## src/design/ccg_pkg.sv

```systemverilog
// Purpose: Shared constants and types for the system clock control block
// Assumes: 20 MHz control clock; registers reached over Avalon-MM
// Notes: Summary of operation follows
package ccg_pkg;
  // Register byte offsets
  localparam logic [4:0] CTRL_OFS = 5'h00;
  localparam logic [4:0] LPD_OFS = 5'h04;
  localparam logic [4:0] WDOG_OFS = 5'h08;
  localparam logic [4:0] STAT_OFS = 5'h0c;
  // Control register field positions
  localparam int SRC_POS = 0;
  localparam int ONE_POS = 2;
  localparam int MULT_POS = 3;
  localparam int RFD_POS = 8;
  localparam int FAST_POS = 11;
  localparam int STOP_POS = 12;
  // Values after reset, and the factor limit
  localparam logic [4:0] MULT_RST = 5'h01;
  localparam logic [2:0] RFD_RST = 3'h0;
  localparam logic [1:0] STOP_RST = 2'h0;
  localparam logic [3:0] LPD_RST = 4'h0;
  localparam logic [4:0] MULT_MAX = 5'h12;
  // Power controller mode codes
  localparam logic [1:0] LP_RUN = 2'h0;
  localparam logic [1:0] LP_WAIT = 2'h1;
  localparam logic [1:0] LP_DOZE = 2'h2;
  localparam logic [1:0] LP_STOP = 2'h3;
  // Wakeup times in microseconds and their cycle counts
  localparam int CLK_KHZ = 20000;
  localparam int RELOCK_US = 100;
  localparam int RESTART_US = 200;
  localparam logic [12:0] RELOCK_CYC = 13'((RELOCK_US * CLK_KHZ + 999) / 1000);
  localparam logic [12:0] RESTART_CYC = 13'((RESTART_US * CLK_KHZ + 999) / 1000);
  localparam logic [1:0] CFG_WAIT = 2'h3;

  typedef enum logic [1:0] {SRC_PLL, SRC_CRYSTAL_DRIVE_PIN, SRC_RELAX, SRC_EXT} ccg_src_t;

  typedef struct packed {
    logic [1:0] stop_pll_setting;
    logic fast_wakeup;
    logic [2:0] reduced_freq_divider;
    logic [4:0] mult;
    logic one_to_one;
    ccg_src_t src;
  } ccg_ctrl_t;

  typedef struct packed {
    logic read;
    logic write;
    logic [4:0] address;
    logic [31:0] writedata;
  } ccg_avs_req_t;
endpackage : ccg_pkg

```

## src/design/ccg_sync.sv

```systemverilog
// Purpose: Two-stage synchroniser for pin inputs
// Assumes: Inputs asynchronous to clk_in
// Notes: First stage read only by the second
`timescale 1ns/100ps
`default_nettype none
module ccg_sync #(
  parameter int W = 1
) (
  input wire logic clk_in,
  input wire logic rstn_in,
  input wire logic [W-1:0] d_in,
  output logic [W-1:0] q_out
);
  logic [W-1:0] meta_q;
  logic [W-1:0] sync_q;

  // Two flops against metastability
  always_ff @(posedge clk_in or negedge rstn_in) begin
    if (!rstn_in) begin
      meta_q <= '0;
      sync_q <= '0;
    end else begin
      meta_q <= d_in;
      sync_q <= meta_q;
    end
  end

  assign q_out = sync_q;
endmodule : ccg_sync
`default_nettype wire

```

## src/design/ccg_lpdiv.sv

```systemverilog
// Purpose: Power-of-two low-power divider producing a clock tick
// Assumes: Exponent 0..15 from a register
// Notes: New exponent taken only at a period boundary
`timescale 1ns/100ps
`default_nettype none
module ccg_lpdiv #(
  parameter int EW = 4
) (
  input wire logic clk_in,
  input wire logic rstn_in,
  input wire logic [EW-1:0] exp_in,
  output logic tick_out
);
  localparam int CW = 2 ** EW;
  logic [CW-1:0] cnt_q;
  logic [EW-1:0] exp_q;
  logic [CW-1:0] last;
  logic wrap;

  assign last = CW'((64'h1 << exp_q) - 64'h1);
  assign wrap = (cnt_q == last);
  assign tick_out = wrap;

  // Reloading only at wrap avoids runt periods
  always_ff @(posedge clk_in or negedge rstn_in) begin
    if (!rstn_in) begin
      cnt_q <= '0;
      exp_q <= '0;
    end else if (wrap) begin
      cnt_q <= '0;
      exp_q <= exp_in;
    end else begin
      cnt_q <= cnt_q + CW'(1);
    end
  end
endmodule : ccg_lpdiv
`default_nettype wire

```

## src/design/ccg_top.sv

```systemverilog
// Purpose: System clock source, divider and low-power gating control
// Assumes: Power controller and module gates on clk_in; straps are pins
// Notes: Clocks are modelled as enable ticks toward clock gates
//
// The implementer's own choices: register access over Avalon-MM and the register addresses.
`timescale 1ns/100ps
`default_nettype none
module ccg_top #(
  parameter int NPER = 8
) (
  input wire logic clk_in,
  input wire logic rstn_in,
  input wire ccg_pkg::ccg_avs_req_t avs_req_in,
  output logic [31:0] avs_readdata_out,
  output logic avs_waitrequest_out,
  input wire logic [1:0] clock_mode_select_in,
  input wire logic crystal_drive_pin_in,
  input wire logic pll_lock_in,
  input wire logic [1:0] lp_mode_in,
  input wire logic [NPER-1:0] periph_gate_in,
  output logic [1:0] clk_src_sel_out,
  output logic [4:0] pll_mult_out,
  output logic [2:0] pll_post_div_out,
  output logic pll_power_out,
  output logic osc_power_out,
  output logic cpu_clk_en_out,
  output logic sram_clk_en_out,
  output logic [NPER-1:0] periph_clk_en_out,
  output logic system_clock_output_out,
  output logic wdog_en_out,
  output logic wdog_src_relax_out
);
  import ccg_pkg::*;

  typedef enum logic [1:0] {ST_RUN, ST_LIGHT, ST_STOP, ST_WAKE} ccg_state_t;

  ccg_state_t state_q;
  ccg_state_t state_d;
  ccg_ctrl_t ctrl_q;
  ccg_src_t src_act_q;
  logic [4:0] mult_act_q;
  logic [2:0] rfd_act_q;
  logic [3:0] lpd_q;
  logic wdog_en_q;
  logic wdog_relax_q;
  logic wdog_lock_q;
  logic cfg_done_q;
  logic [1:0] cfg_cnt_q;
  logic pll_en_q;
  logic ext_mode_q;
  logic [12:0] wake_cnt_q;
  logic [12:0] wake_cnt_d;
  logic ack_q;
  logic [31:0] rdata_q;
  logic system_clock_output_q;
  logic [2:0] pins_s;
  logic lock_s;
  logic sys_tick;
  logic req;
  logic wr_ctrl;
  logic wr_lpd;
  logic wr_wdog;
  logic [31:0] rdata_d;
  ccg_ctrl_t wctrl;
  logic relax_block;
  ccg_src_t src_new;
  logic [4:0] mult_clamp;
  logic [4:0] mult_eff;
  logic [2:0] rfd_eff;
  logic run_cpu;
  logic run_per;
  logic system_clock_output_run;
  logic pll_kept;
  logic osc_kept;

  // Straps and lock come from pins
  ccg_sync #(.W(3)) u_pin_sync (
    .clk_in(clk_in),
    .rstn_in(rstn_in),
    .d_in({clock_mode_select_in, crystal_drive_pin_in}),
    .q_out(pins_s)
  );

  ccg_sync #(.W(1)) u_lock_sync (
    .clk_in(clk_in),
    .rstn_in(rstn_in),
    .d_in(pll_lock_in),
    .q_out(lock_s)
  );

  // System clock rate set by the low-power divider
  ccg_lpdiv #(.EW(4)) u_lpdiv (
    .clk_in(clk_in),
    .rstn_in(rstn_in),
    .exp_in(lpd_q),
    .tick_out(sys_tick)
  );

  // Bus decode; one wait cycle then answer
  assign req = avs_req_in.read | avs_req_in.write;
  assign avs_waitrequest_out = req & ~ack_q;
  assign wr_ctrl = avs_req_in.write & ack_q & (avs_req_in.address == CTRL_OFS);
  assign wr_lpd = avs_req_in.write & ack_q & (avs_req_in.address == LPD_OFS);
  assign wr_wdog = avs_req_in.write & ack_q & (avs_req_in.address == WDOG_OFS);
  assign wctrl = ccg_ctrl_t'(avs_req_in.writedata[13:0]);

  // Relax source refused once the watchdog owns it, unless the system already runs from it
  assign relax_block = wdog_relax_q & (src_act_q != SRC_RELAX);
  assign src_new = (wctrl.src == SRC_RELAX && relax_block) ? ctrl_q.src : wctrl.src;

  // Factor limited to 1x..18x
  assign mult_clamp = (ctrl_q.mult == 5'h00) ? 5'h01 :
                      (ctrl_q.mult > MULT_MAX) ? MULT_MAX : ctrl_q.mult;
  assign mult_eff = ctrl_q.one_to_one ? 5'h01 : mult_clamp;
  assign rfd_eff = ctrl_q.one_to_one ? 3'h0 : ctrl_q.reduced_freq_divider;

  // Read multiplexer; unmapped reads give zero
  always_comb begin
    rdata_d = 32'h0000_0000;
    case (avs_req_in.address)
      CTRL_OFS: rdata_d = {18'h0, ctrl_q};
      LPD_OFS: rdata_d = {28'h0, lpd_q};
      WDOG_OFS: rdata_d = {29'h0, wdog_lock_q, wdog_relax_q, wdog_en_q};
      STAT_OFS: rdata_d = {23'h0, relax_block, pll_en_q, ext_mode_q,
                           (state_q == ST_WAKE), lock_s, state_q, src_act_q};
      default: rdata_d = 32'h0000_0000;
    endcase
  end

  // Bus answer flops
  always_ff @(posedge clk_in or negedge rstn_in) begin
    if (!rstn_in) begin
      ack_q <= 1'b0;
      rdata_q <= 32'h0000_0000;
    end else begin
      ack_q <= req & ~ack_q;
      if (avs_req_in.read & ~ack_q) begin
        rdata_q <= rdata_d;
      end
    end
  end

  assign avs_readdata_out = rdata_q;

  // Strap capture once synchronised values settle
  always_ff @(posedge clk_in or negedge rstn_in) begin
    if (!rstn_in) begin
      cfg_cnt_q <= 2'h0;
      cfg_done_q <= 1'b0;
      pll_en_q <= 1'b0;
      ext_mode_q <= 1'b0;
    end else if (!cfg_done_q) begin
      cfg_cnt_q <= cfg_cnt_q + 2'h1;
      if (cfg_cnt_q == CFG_WAIT) begin
        cfg_done_q <= 1'b1;
        pll_en_q <= pins_s[2];
        ext_mode_q <= ~pins_s[2] & ~pins_s[1] & ~pins_s[0];
      end
    end
  end

  // Control and divider registers
  always_ff @(posedge clk_in or negedge rstn_in) begin
    if (!rstn_in) begin
      ctrl_q <= '{stop_pll_setting: STOP_RST, fast_wakeup: 1'b0,
                  reduced_freq_divider: RFD_RST, mult: MULT_RST,
                  one_to_one: 1'b0, src: SRC_PLL};
      lpd_q <= LPD_RST;
    end else if (!cfg_done_q && cfg_cnt_q == CFG_WAIT) begin
      // Initial source from straps
      if (pins_s[2]) begin
        ctrl_q.src <= SRC_PLL;
      end else if (pins_s[1]) begin
        ctrl_q.src <= SRC_CRYSTAL_DRIVE_PIN;
      end else begin
        ctrl_q.src <= pins_s[0] ? SRC_RELAX : SRC_EXT;
      end
    end else begin
      if (wr_ctrl) begin
        ctrl_q <= wctrl;
        ctrl_q.src <= src_new;
      end
      if (wr_lpd) begin
        lpd_q <= avs_req_in.writedata[3:0];
      end
    end
  end

  // Watchdog source written once per reset
  always_ff @(posedge clk_in or negedge rstn_in) begin
    if (!rstn_in) begin
      wdog_en_q <= 1'b0;
      wdog_relax_q <= 1'b0;
      wdog_lock_q <= 1'b0;
    end else if (wr_wdog && !wdog_lock_q) begin
      wdog_en_q <= avs_req_in.writedata[0];
      wdog_relax_q <= avs_req_in.writedata[1];
      wdog_lock_q <= 1'b1;
    end
  end

  assign wdog_en_out = wdog_en_q;
  assign wdog_src_relax_out = wdog_relax_q;

  // Settings applied at a divider boundary, never mid-period
  always_ff @(posedge clk_in or negedge rstn_in) begin
    if (!rstn_in) begin
      src_act_q <= SRC_PLL;
      mult_act_q <= MULT_RST;
      rfd_act_q <= RFD_RST;
    end else if (sys_tick && cfg_done_q) begin
      src_act_q <= ctrl_q.src;
      mult_act_q <= mult_eff;
      rfd_act_q <= rfd_eff;
    end
  end

  assign clk_src_sel_out = src_act_q;
  assign pll_mult_out = mult_act_q;
  assign pll_post_div_out = rfd_act_q;

  // Stop-mode power choices: 00 all on, 01 PLL off, 1x both off
  assign pll_kept = (ctrl_q.stop_pll_setting == 2'h0);
  assign osc_kept = ~ctrl_q.stop_pll_setting[1];
  assign pll_power_out = pll_en_q & ~ext_mode_q & ((state_q != ST_STOP) | pll_kept);
  assign osc_power_out = ~ext_mode_q & ((state_q != ST_STOP) | osc_kept);

  // Low-power sequencing
  always_comb begin
    state_d = state_q;
    wake_cnt_d = wake_cnt_q;
    case (state_q)
      ST_RUN: begin
        if (lp_mode_in == LP_STOP) begin
          state_d = ST_STOP;
        end else if (lp_mode_in == LP_WAIT || lp_mode_in == LP_DOZE) begin
          state_d = ST_LIGHT;
        end
      end
      ST_LIGHT: begin
        if (lp_mode_in == LP_RUN) begin
          state_d = ST_RUN;
        end else if (lp_mode_in == LP_STOP) begin
          state_d = ST_STOP;
        end
      end
      ST_STOP: begin
        if (lp_mode_in != LP_STOP) begin
          if (ext_mode_q || ctrl_q.fast_wakeup || pll_kept) begin
            state_d = ST_RUN;
          end else begin
            state_d = ST_WAKE;
            wake_cnt_d = osc_kept ? RELOCK_CYC : RESTART_CYC;
          end
        end
      end
      ST_WAKE: begin
        if (wake_cnt_q <= 13'h0001) begin
          state_d = ST_RUN;
          wake_cnt_d = 13'h0000;
        end else begin
          wake_cnt_d = wake_cnt_q - 13'h0001;
        end
      end
      default: state_d = ST_RUN;
    endcase
  end

  always_ff @(posedge clk_in or negedge rstn_in) begin
    if (!rstn_in) begin
      state_q <= ST_RUN;
      wake_cnt_q <= 13'h0000;
    end else begin
      state_q <= state_d;
      wake_cnt_q <= wake_cnt_d;
    end
  end

  // Clock enables; held off until straps are known
  assign run_cpu = cfg_done_q & (state_q == ST_RUN);
  assign run_per = cfg_done_q & ((state_q == ST_RUN) | (state_q == ST_LIGHT));
  assign cpu_clk_en_out = run_cpu & sys_tick;
  assign sram_clk_en_out = run_cpu & sys_tick;

  // Local gates act on top of the central gating
  genvar gi;
  generate
    for (gi = 0; gi < NPER; gi++) begin : g_per
      assign periph_clk_en_out[gi] = run_per & sys_tick & ~periph_gate_in[gi];
    end
  endgenerate

  // Clock output keeps toggling in stop while the PLL runs
  assign system_clock_output_run = run_per | (cfg_done_q & (state_q == ST_STOP) & pll_kept);

  always_ff @(posedge clk_in or negedge rstn_in) begin
    if (!rstn_in) begin
      system_clock_output_q <= 1'b0;
    end else if (system_clock_output_run && sys_tick) begin
      system_clock_output_q <= ~system_clock_output_q;
    end
  end

  assign system_clock_output_out = system_clock_output_q;
endmodule : ccg_top
`default_nettype wire

```

## config.mk

```make
export PLATFORM = sky130hd
export DESIGN_NAME = ccg_top
export DESIGN_NICKNAME = d
export VERILOG_FILES = /design/src/design/ccg_pkg.sv /design/src/design/ccg_sync.sv /design/src/design/ccg_lpdiv.sv /design/src/design/ccg_top.sv
export SDC_FILE = /design/constraint.sdc
export NUM_CORES = 1
export LEC_CHECK = 0
export CORE_UTILIZATION = 50
export DETAILED_ROUTE_END_ITERATION = 8
export DONT_BUFFER_PORTS = 1
export PLACE_DENSITY_LB_ADDON = 0.3
export RECOVER_POWER = 100
export SKIP_LAST_GASP = 1
export SLEW_MARGIN = 0
export SYNTH_ARGS = -nofsm -noshare
export SYNTH_HDL_FRONTEND = slang
export SYNTH_SLANG_ARGS = --single-unit
```

## constraint.sdc

```tcl
create_clock -name clk_in -period 5.1 [get_ports clk_in]
set_input_delay 0.51 -clock clk_in [delete_from_list [all_inputs] [get_ports clk_in]]
set_output_delay 0.51 -clock clk_in [all_outputs]
set_load 0.02 [all_outputs]
```

# Word level (Yosys, flattened, before mapping)

Index checks and enable logic that the tools add are counted.
W data, S select, Z words.

Register bits after elaboration: 113
Bits of input ports: 55
Output and inout bits: 58
Logic and storage cells: 154

Add/sub/neg operators: 4
Magnitude comparators: 2
Eq/ne operators: 21
Shifts and indexed selects: 1
Mux-type cells: 27
Bitwise operators: 48
Reductions and logical operators: 23

Operators by type and width:

| kind                    | number |
|---|---|
| $pmux W14 S4            | 1 |
| $mux W13                | 3 |
| $and A1 B1 Y1           | 26 |
| $pmux W13 S2            | 1 |
| $mux W2                 | 12 |
| $not A1 Y1              | 17 |
| $add A16 B1 Y16 const B | 1 |
| $eq A16 B16 Y1          | 1 |
| $mux W16                | 1 |
| $shl A1 B4 Y16 const A  | 1 |
| $sub A16 B1 Y16 const B | 1 |
| $mux W5                 | 3 |
| $le A13 B1 Y1 const B   | 1 |
| $sub A13 B1 Y13 const B | 1 |
| $eq A2 B2 Y1 const B    | 6 |
| $mux W12                | 1 |
| $eq A5 B4 Y1 const B    | 2 |
| $logic_not A5 Y1        | 2 |
| $ne A2 B2 Y1 const B    | 5 |
| $pmux W2 S4             | 1 |
| $reduce_and A2 Y1       | 4 |
| $logic_not A2 Y1        | 3 |
| $ne A3 B3 Y1 const B    | 2 |
| $eq A5 B3 Y1 const B    | 1 |
| other kinds (13)        | 29 |

# Logic depth before layout (Yosys ltp)

Depth in word-level cells: 6
Mapped depth: 13
Depth with buffers taken out: 9

# Modules after synthesis

From an unflattened synthesis, not the netlist that was laid out.

Cells, all modules: 500
Area, all modules: 5173.7 µm²

By module, submodules not included:

| module                 | times used | cells an instance | area an instance (µm²) | sequential area each (µm²) |
|---|---|---|---|---|
| ccg_top                | 1          | 336               | 3553.4                 | 1679.1 |
| ccg_lpdiv              | 1          | 156               | 1420.1                 | 500.5 |
| ccg_sync (u_pin_sync)  | 1          | 6                 | 150.1                  | 150.1 |
| ccg_sync (u_lock_sync) | 1          | 2                 | 50.0                   | 50.0 |

# Worst setup path after synthesis

Ideal clock, no wire load.

Path kind: flip-flop to output port
Start: reg u_lpdiv.exp_q[3]
End: out sram_clk_en_out
Arrival time: 2.936 ns
Data required time: 4.590 ns
Setup slack: 1.654 ns
Stages on the path, launching flop included: 12
Buffers on the path: 2
Cell sequence: dfrtp_1 -> nor3_1 -> nand2b_1 -> ha_1 -> clkbuf_1 -> nor3b_1 -> and4_1 -> a211oi_1 -> nor4_2 -> nand4_1 -> nor3_1 -> buf_4

Longest elaborated chain between the ends: 4

RTL lines:

| element                  | line            | text |
|---|---|---|
| start: declaration       | ccg_lpdiv.sv:16 | `logic [EW-1:0] exp_q;` |
| start signal: assignment | ccg_lpdiv.sv:31 | `exp_q <= exp_in;` |
| $shl A1 B4 Y16           | ccg_lpdiv.sv:20 | `assign last = CW'((64'h1 << exp_q) - 64'h1);` |
| $sub A16 B1 Y16          | ccg_lpdiv.sv:20 |  |
| $eq A16 B16 Y1           | ccg_lpdiv.sv:21 | `assign wrap = (cnt_q == last);` |
| $and A1 B1 Y1            | -               |  |
| end: declaration         | ccg_top.sv:27   | `output logic sram_clk_en_out,` |

No other way between the ends.

# Worst setup path after layout

Start: reg u_lpdiv.exp_q[1]
End: out periph_clk_en_out[7]

Longest elaborated chain between the ends: 5

RTL lines:

| element                    | line            | text |
|---|---|---|
| $shl A1 B4 Y16             | ccg_lpdiv.sv:20 |  |
| $sub A16 B1 Y16            | ccg_lpdiv.sv:20 |  |
| $eq A16 B16 Y1             | ccg_lpdiv.sv:21 |  |
| $and A1 B1 Y1 (2 in a row) | ccg_top.sv:289  | `assign periph_clk_en_out[gi] = run_per & sys_tick & ~periph_gate_in[gi];` |
| end: declaration           | ccg_top.sv:28   | `output logic [NPER-1:0] periph_clk_en_out,` |

No other way between the ends.

==> key figures <==
Power and ir drop
  • VDD IR max: between 0.0002 and 0.0003 V
  • Switching Share: 0.4053
  • Leakage: 2.338 nW
  • Seq pwr share: 0.412
  • Part of the power in the clock network: 0.175
  • PD cells: 512.4 nW/um2
  • Tot Pwr: 2.747 mW
  • Combinational Power Share: 0.413
  • Internal power: between 1.5 and 2 mW
  • Net Sw Power: 1.113 mW

Drt
  • # DRC: 0
  • Routed wire length: 10590 um
  • Routed via count divided by cell count: between 5 and 6
  • Number of vias in the routed layout: 3678
  • Router iterations before antenna repair: 4
  • 1st-iter DRT viols: 242
  • Avg WL per Cell: between 15 and 20 um
  • Antenna-violating nets left: 0

Final layout
  • Non-filler cells, final: 639
  • Nets@finish: around 560
  • Area Growth Syn to Fin: 3.478%
  • Most frequent cells in the layout: dfrtp_1 (93), nor2_1 (48), o21ai_0 (38)
  • Fraction of layout cells with a size suffix above 1: 0.1265
  • Commonest non-fill, non-tap cell in the layout: dfrtp_1
  • # diodes: 0
  • Filler cell count: 886

Placed design
  • Placed Cells: about 620
  • Final Wtd Congestion: 0.8227
  • DP Worst Slack: ~1.4 ns
  • I/O Buffers: 0
  • DP HPWL: between 7000 and 8000 um

Yosys
  • Synth Flop Type: dfrtp_1
  • Synth unique cells: 62
  • Synth Area in XOR/XNOR: 0.03382
  • FFs w/ async S/R, synth: 1.000
  • Number of synthesized flops with an enable pin: 0
  • Yosys reg bits: 95
  • Post-synthesis simple-gate area fraction: 0.2046
  • Largest family of logic cells by synthesized area: simple AND/OR/NAND/NOR gates
  • Yosys synthesis warning count: 0
  • Syn_area_per_cell: 10.06 um2
  • Syn Inst Count: 515
  • Compound-Gate Fraction of Synth Area: 0.1271
  • Seq/Total Area, Yosys: 0.4594
  • Post-synthesis mux area share: 0.08889
  • Adder-Cell Fraction of Synth Area: 0.02126
  • Post-Syn Area: 5180 um2

Status
  • Failing checks: capacitance limit, slew limit
  • Status: finished, violations left

Floorplanning
  • Die Area: about 11000 um2
  • Core Area: 9910 um2
  • Starting density of the core: 0.5227
  • Num rows: 36
  • Chip Width: 103.8 um
  • Die height: about 100 um
  • Top Ports: 113

Clock network
  • Gates resized, CTS repair: 0
  • Longest Clk Path Bufs: 2
  • CTS H-Tree Depth: 3
  • Post-CTS setup buffer count: 0
  • CTS sink cnt: 95
  • TritonCTS buffer count: 9
  • CTS root buffer: clkbuf_8
  • CTS tree: done
  • Clock-pin transition on the worst setup and hold timing paths: 0.09 ns
  • Clk_lat worst skew: 0.35 ns
  • Hold Buf Count CTS: 1

Timing
  • Max Slew Vio Count: 96
  • Endpoints failing setup: 0
  • Final Skew: between 0.007 and 0.008 ns
  • Worst-margin pin slew: 4.112 ns
  • Final Hold Fails: 0
  • Ratio of final minimum period to clock period: 0.8614
  • Minimum clock period: 4.393 ns
  • Hold WS: 0.1818 ns
  • Final setup margin: 0.7069 ns
  • Slew HR: -1.746
  • Setup_tns: 0 ns
  • Fmax: 0.2276 GHz
  • RSZ-0062 raised after global routing: false

Global route
  • First-pass GRT wire length: between 15000 and 20000 um
  • Gr usage total: 0.2055
  • Antenna violations before repair: 0
  • Aggregate global routing overflow: 0
  • Largest net degree at the start of global routing: 96
  • Vias in the first global route: 3591

Setup path
  • Kind of critical path: reg2out
  • Crit path top cell by count: nor3_1
  • CP startpoint kind: flop
  • CP max stage cell: nor4_1
  • Crit path capture type: primary output
  • Worst-path cell chain: buf_4 -> nor3_1 -> nand2b_1 -> ha_1 -> nor3_1 -> o2111a_1 -> a211oi_1 -> nor4_1 -> and2_0 -> and4bb_1
  • Crit path DAT: 3.88 ns
  • CP peak stage delay: 0.63 ns
  • CP top delay family: simple AND/OR/NAND/NOR gates
  • Worst endpoint required time: 4.59 ns
  • WP buf/inv: 1
  • Critical-path maximum fanout: 22

Job
  • Maxcap violations: 1

Hold path
  • Min-Delay Path Class: in2reg
metrics by stage:
stage / cell area [um2] / util
floorplan: 5244 / -
global placement: 5181 / 0.5229
detailed placement: 5181 / 0.5229
CTS: 5396 / 0.5446
global route: 5360 / 0.5409
finish: 5360 / 0.5409
per-layer routing:
layer | GRT usage | part of all wire | up-vias
met5 | 0 | 0 | -
met4 | 0.06633 | 0.010 | 0
met3 | 0.06167 | 0.061 | 10
met2 | 0.3269 | 0.49 | 80
met1 | 0.2694 | 0.44 | 1814
li1 | - | - | 1774
cells by family after synthesis:
kind of cell | count (synthesis)
XOR/XNOR | 20
buffers and inverters | 63
flip-flops | 95
other | 1
multiplexers | 38
adder cells (fa/ha/maj) | 9
AO/OA/AOI/OAI | 102
AND/OR/NAND/NOR | 187
cells in the mapped netlist, types with 2 or more instances:
library cell / instances / area [um2]
o21ai_1: 2 / 10.01
o21bai_1: 3 / 22.52
o22a_1: 4 / 35.03
a211oi_1: 6 / 45.04
xor2_1: 11 / 96.34
or4_1: 4 / 30.03
inv_1: 14 / 52.55
nand2_1: 36 / 135.1
a2111oi_2: 2 / 30.03
o21ai_0: 36 / 180.2
or3_1: 2 / 12.51
nand3b_1: 3 / 22.52
clkbuf_1: 19 / 71.32
o211ai_1: 5 / 37.54
nor2b_1: 7 / 43.79
nor2_1: 48 / 180.2
dfstp_2: 2 / 52.55
nand4_1: 3 / 18.77
buf_4: 21 / 157.7
or2_2: 3 / 18.77
a21boi_0: 2 / 15.01
mux4_2: 3 / 67.56
ha_1: 8 / 100.1
buf_2: 8 / 40.04
nor3_1: 17 / 85.08
mux2_2: 34 / 382.9
dfrtp_1: 93 / 2327
nor4_1: 2 / 12.51
and3_1: 5 / 31.28
a22o_1: 4 / 35.03
nor4b_1: 5 / 43.79
o31ai_1: 2 / 15.01
a31oi_1: 4 / 25.02
a22oi_1: 6 / 45.04
and2_1: 7 / 43.79
nand3_1: 10 / 50.05
nor3b_1: 6 / 45.04
and4bb_2: 4 / 50.05
a21oi_1: 18 / 90.09
xnor2_1: 9 / 78.83
and4bb_1: 4 / 50.05
or4b_1: 2 / 20.02
and4_1: 5 / 43.79
nand2b_1: 8 / 50.05
area by class of cell:
class | count | area, um2 | share of cell area
clock inverters | 5 | 56.30 | 0.01050
multi-input cells | 374 | 2520 | 0.4701
inverters | 14 | 52.55 | 0.009804
repair buffers | 7 | 53.80 | 0.01004
clock buffers | 11 | 131.4 | 0.02451
flip-flops and latches | 95 | 2380 | 0.4440
well taps | 133 | 166.4 | 0.03105
registers in the layout, indices dropped and copies added (netlist names), 2 cells and up:
name               count
u_lpdiv.cnt_q         16
avs_readdata_out      14
ctrl_q                14
wake_cnt_q            13
pll_mult_out           5
lpd_q                  4
u_lpdiv.exp_q          4
pll_post_div_out       3
u_pin_sync.meta_q      3
u_pin_sync.q_out       3
cfg_cnt_q              2
clk_src_sel_out        2
state_q                2
power by group through the flow:
stage	Combinational (mW)	Clock (mW)	Sequential (mW)
floorplan	1.04	0	1.06
global placement	1.11	0	1.13
detailed placement	1.14	0	1.15
CTS	1.16	0.496	1.13
global route	1.28	0.529	1.16
finish	1.13	0.482	1.13
final timing paths:
path                            depth (start not counted)  slack [ns]                      end                    start
worst min register to register                          0        0.36      u_pin_sync.q_out[0]     u_pin_sync.meta_q[0]
max in group asynchronous                               1        1.15  system_clock_output_out                  rstn_in
worst min-delay path                                    0        0.18     u_pin_sync.meta_q[1]  clock_mode_select_in[0]
worst max-delay path                                   10        0.71     periph_clk_en_out[7]         u_lpdiv.exp_q[1]
worst max register to register                         10        1.07       clk_src_sel_out[0]         u_lpdiv.exp_q[1]
min in group asynchronous                               1        1.63         u_lpdiv.cnt_q[2]                  rstn_in
No activity file was read; power rests on OpenSTA's default activity.
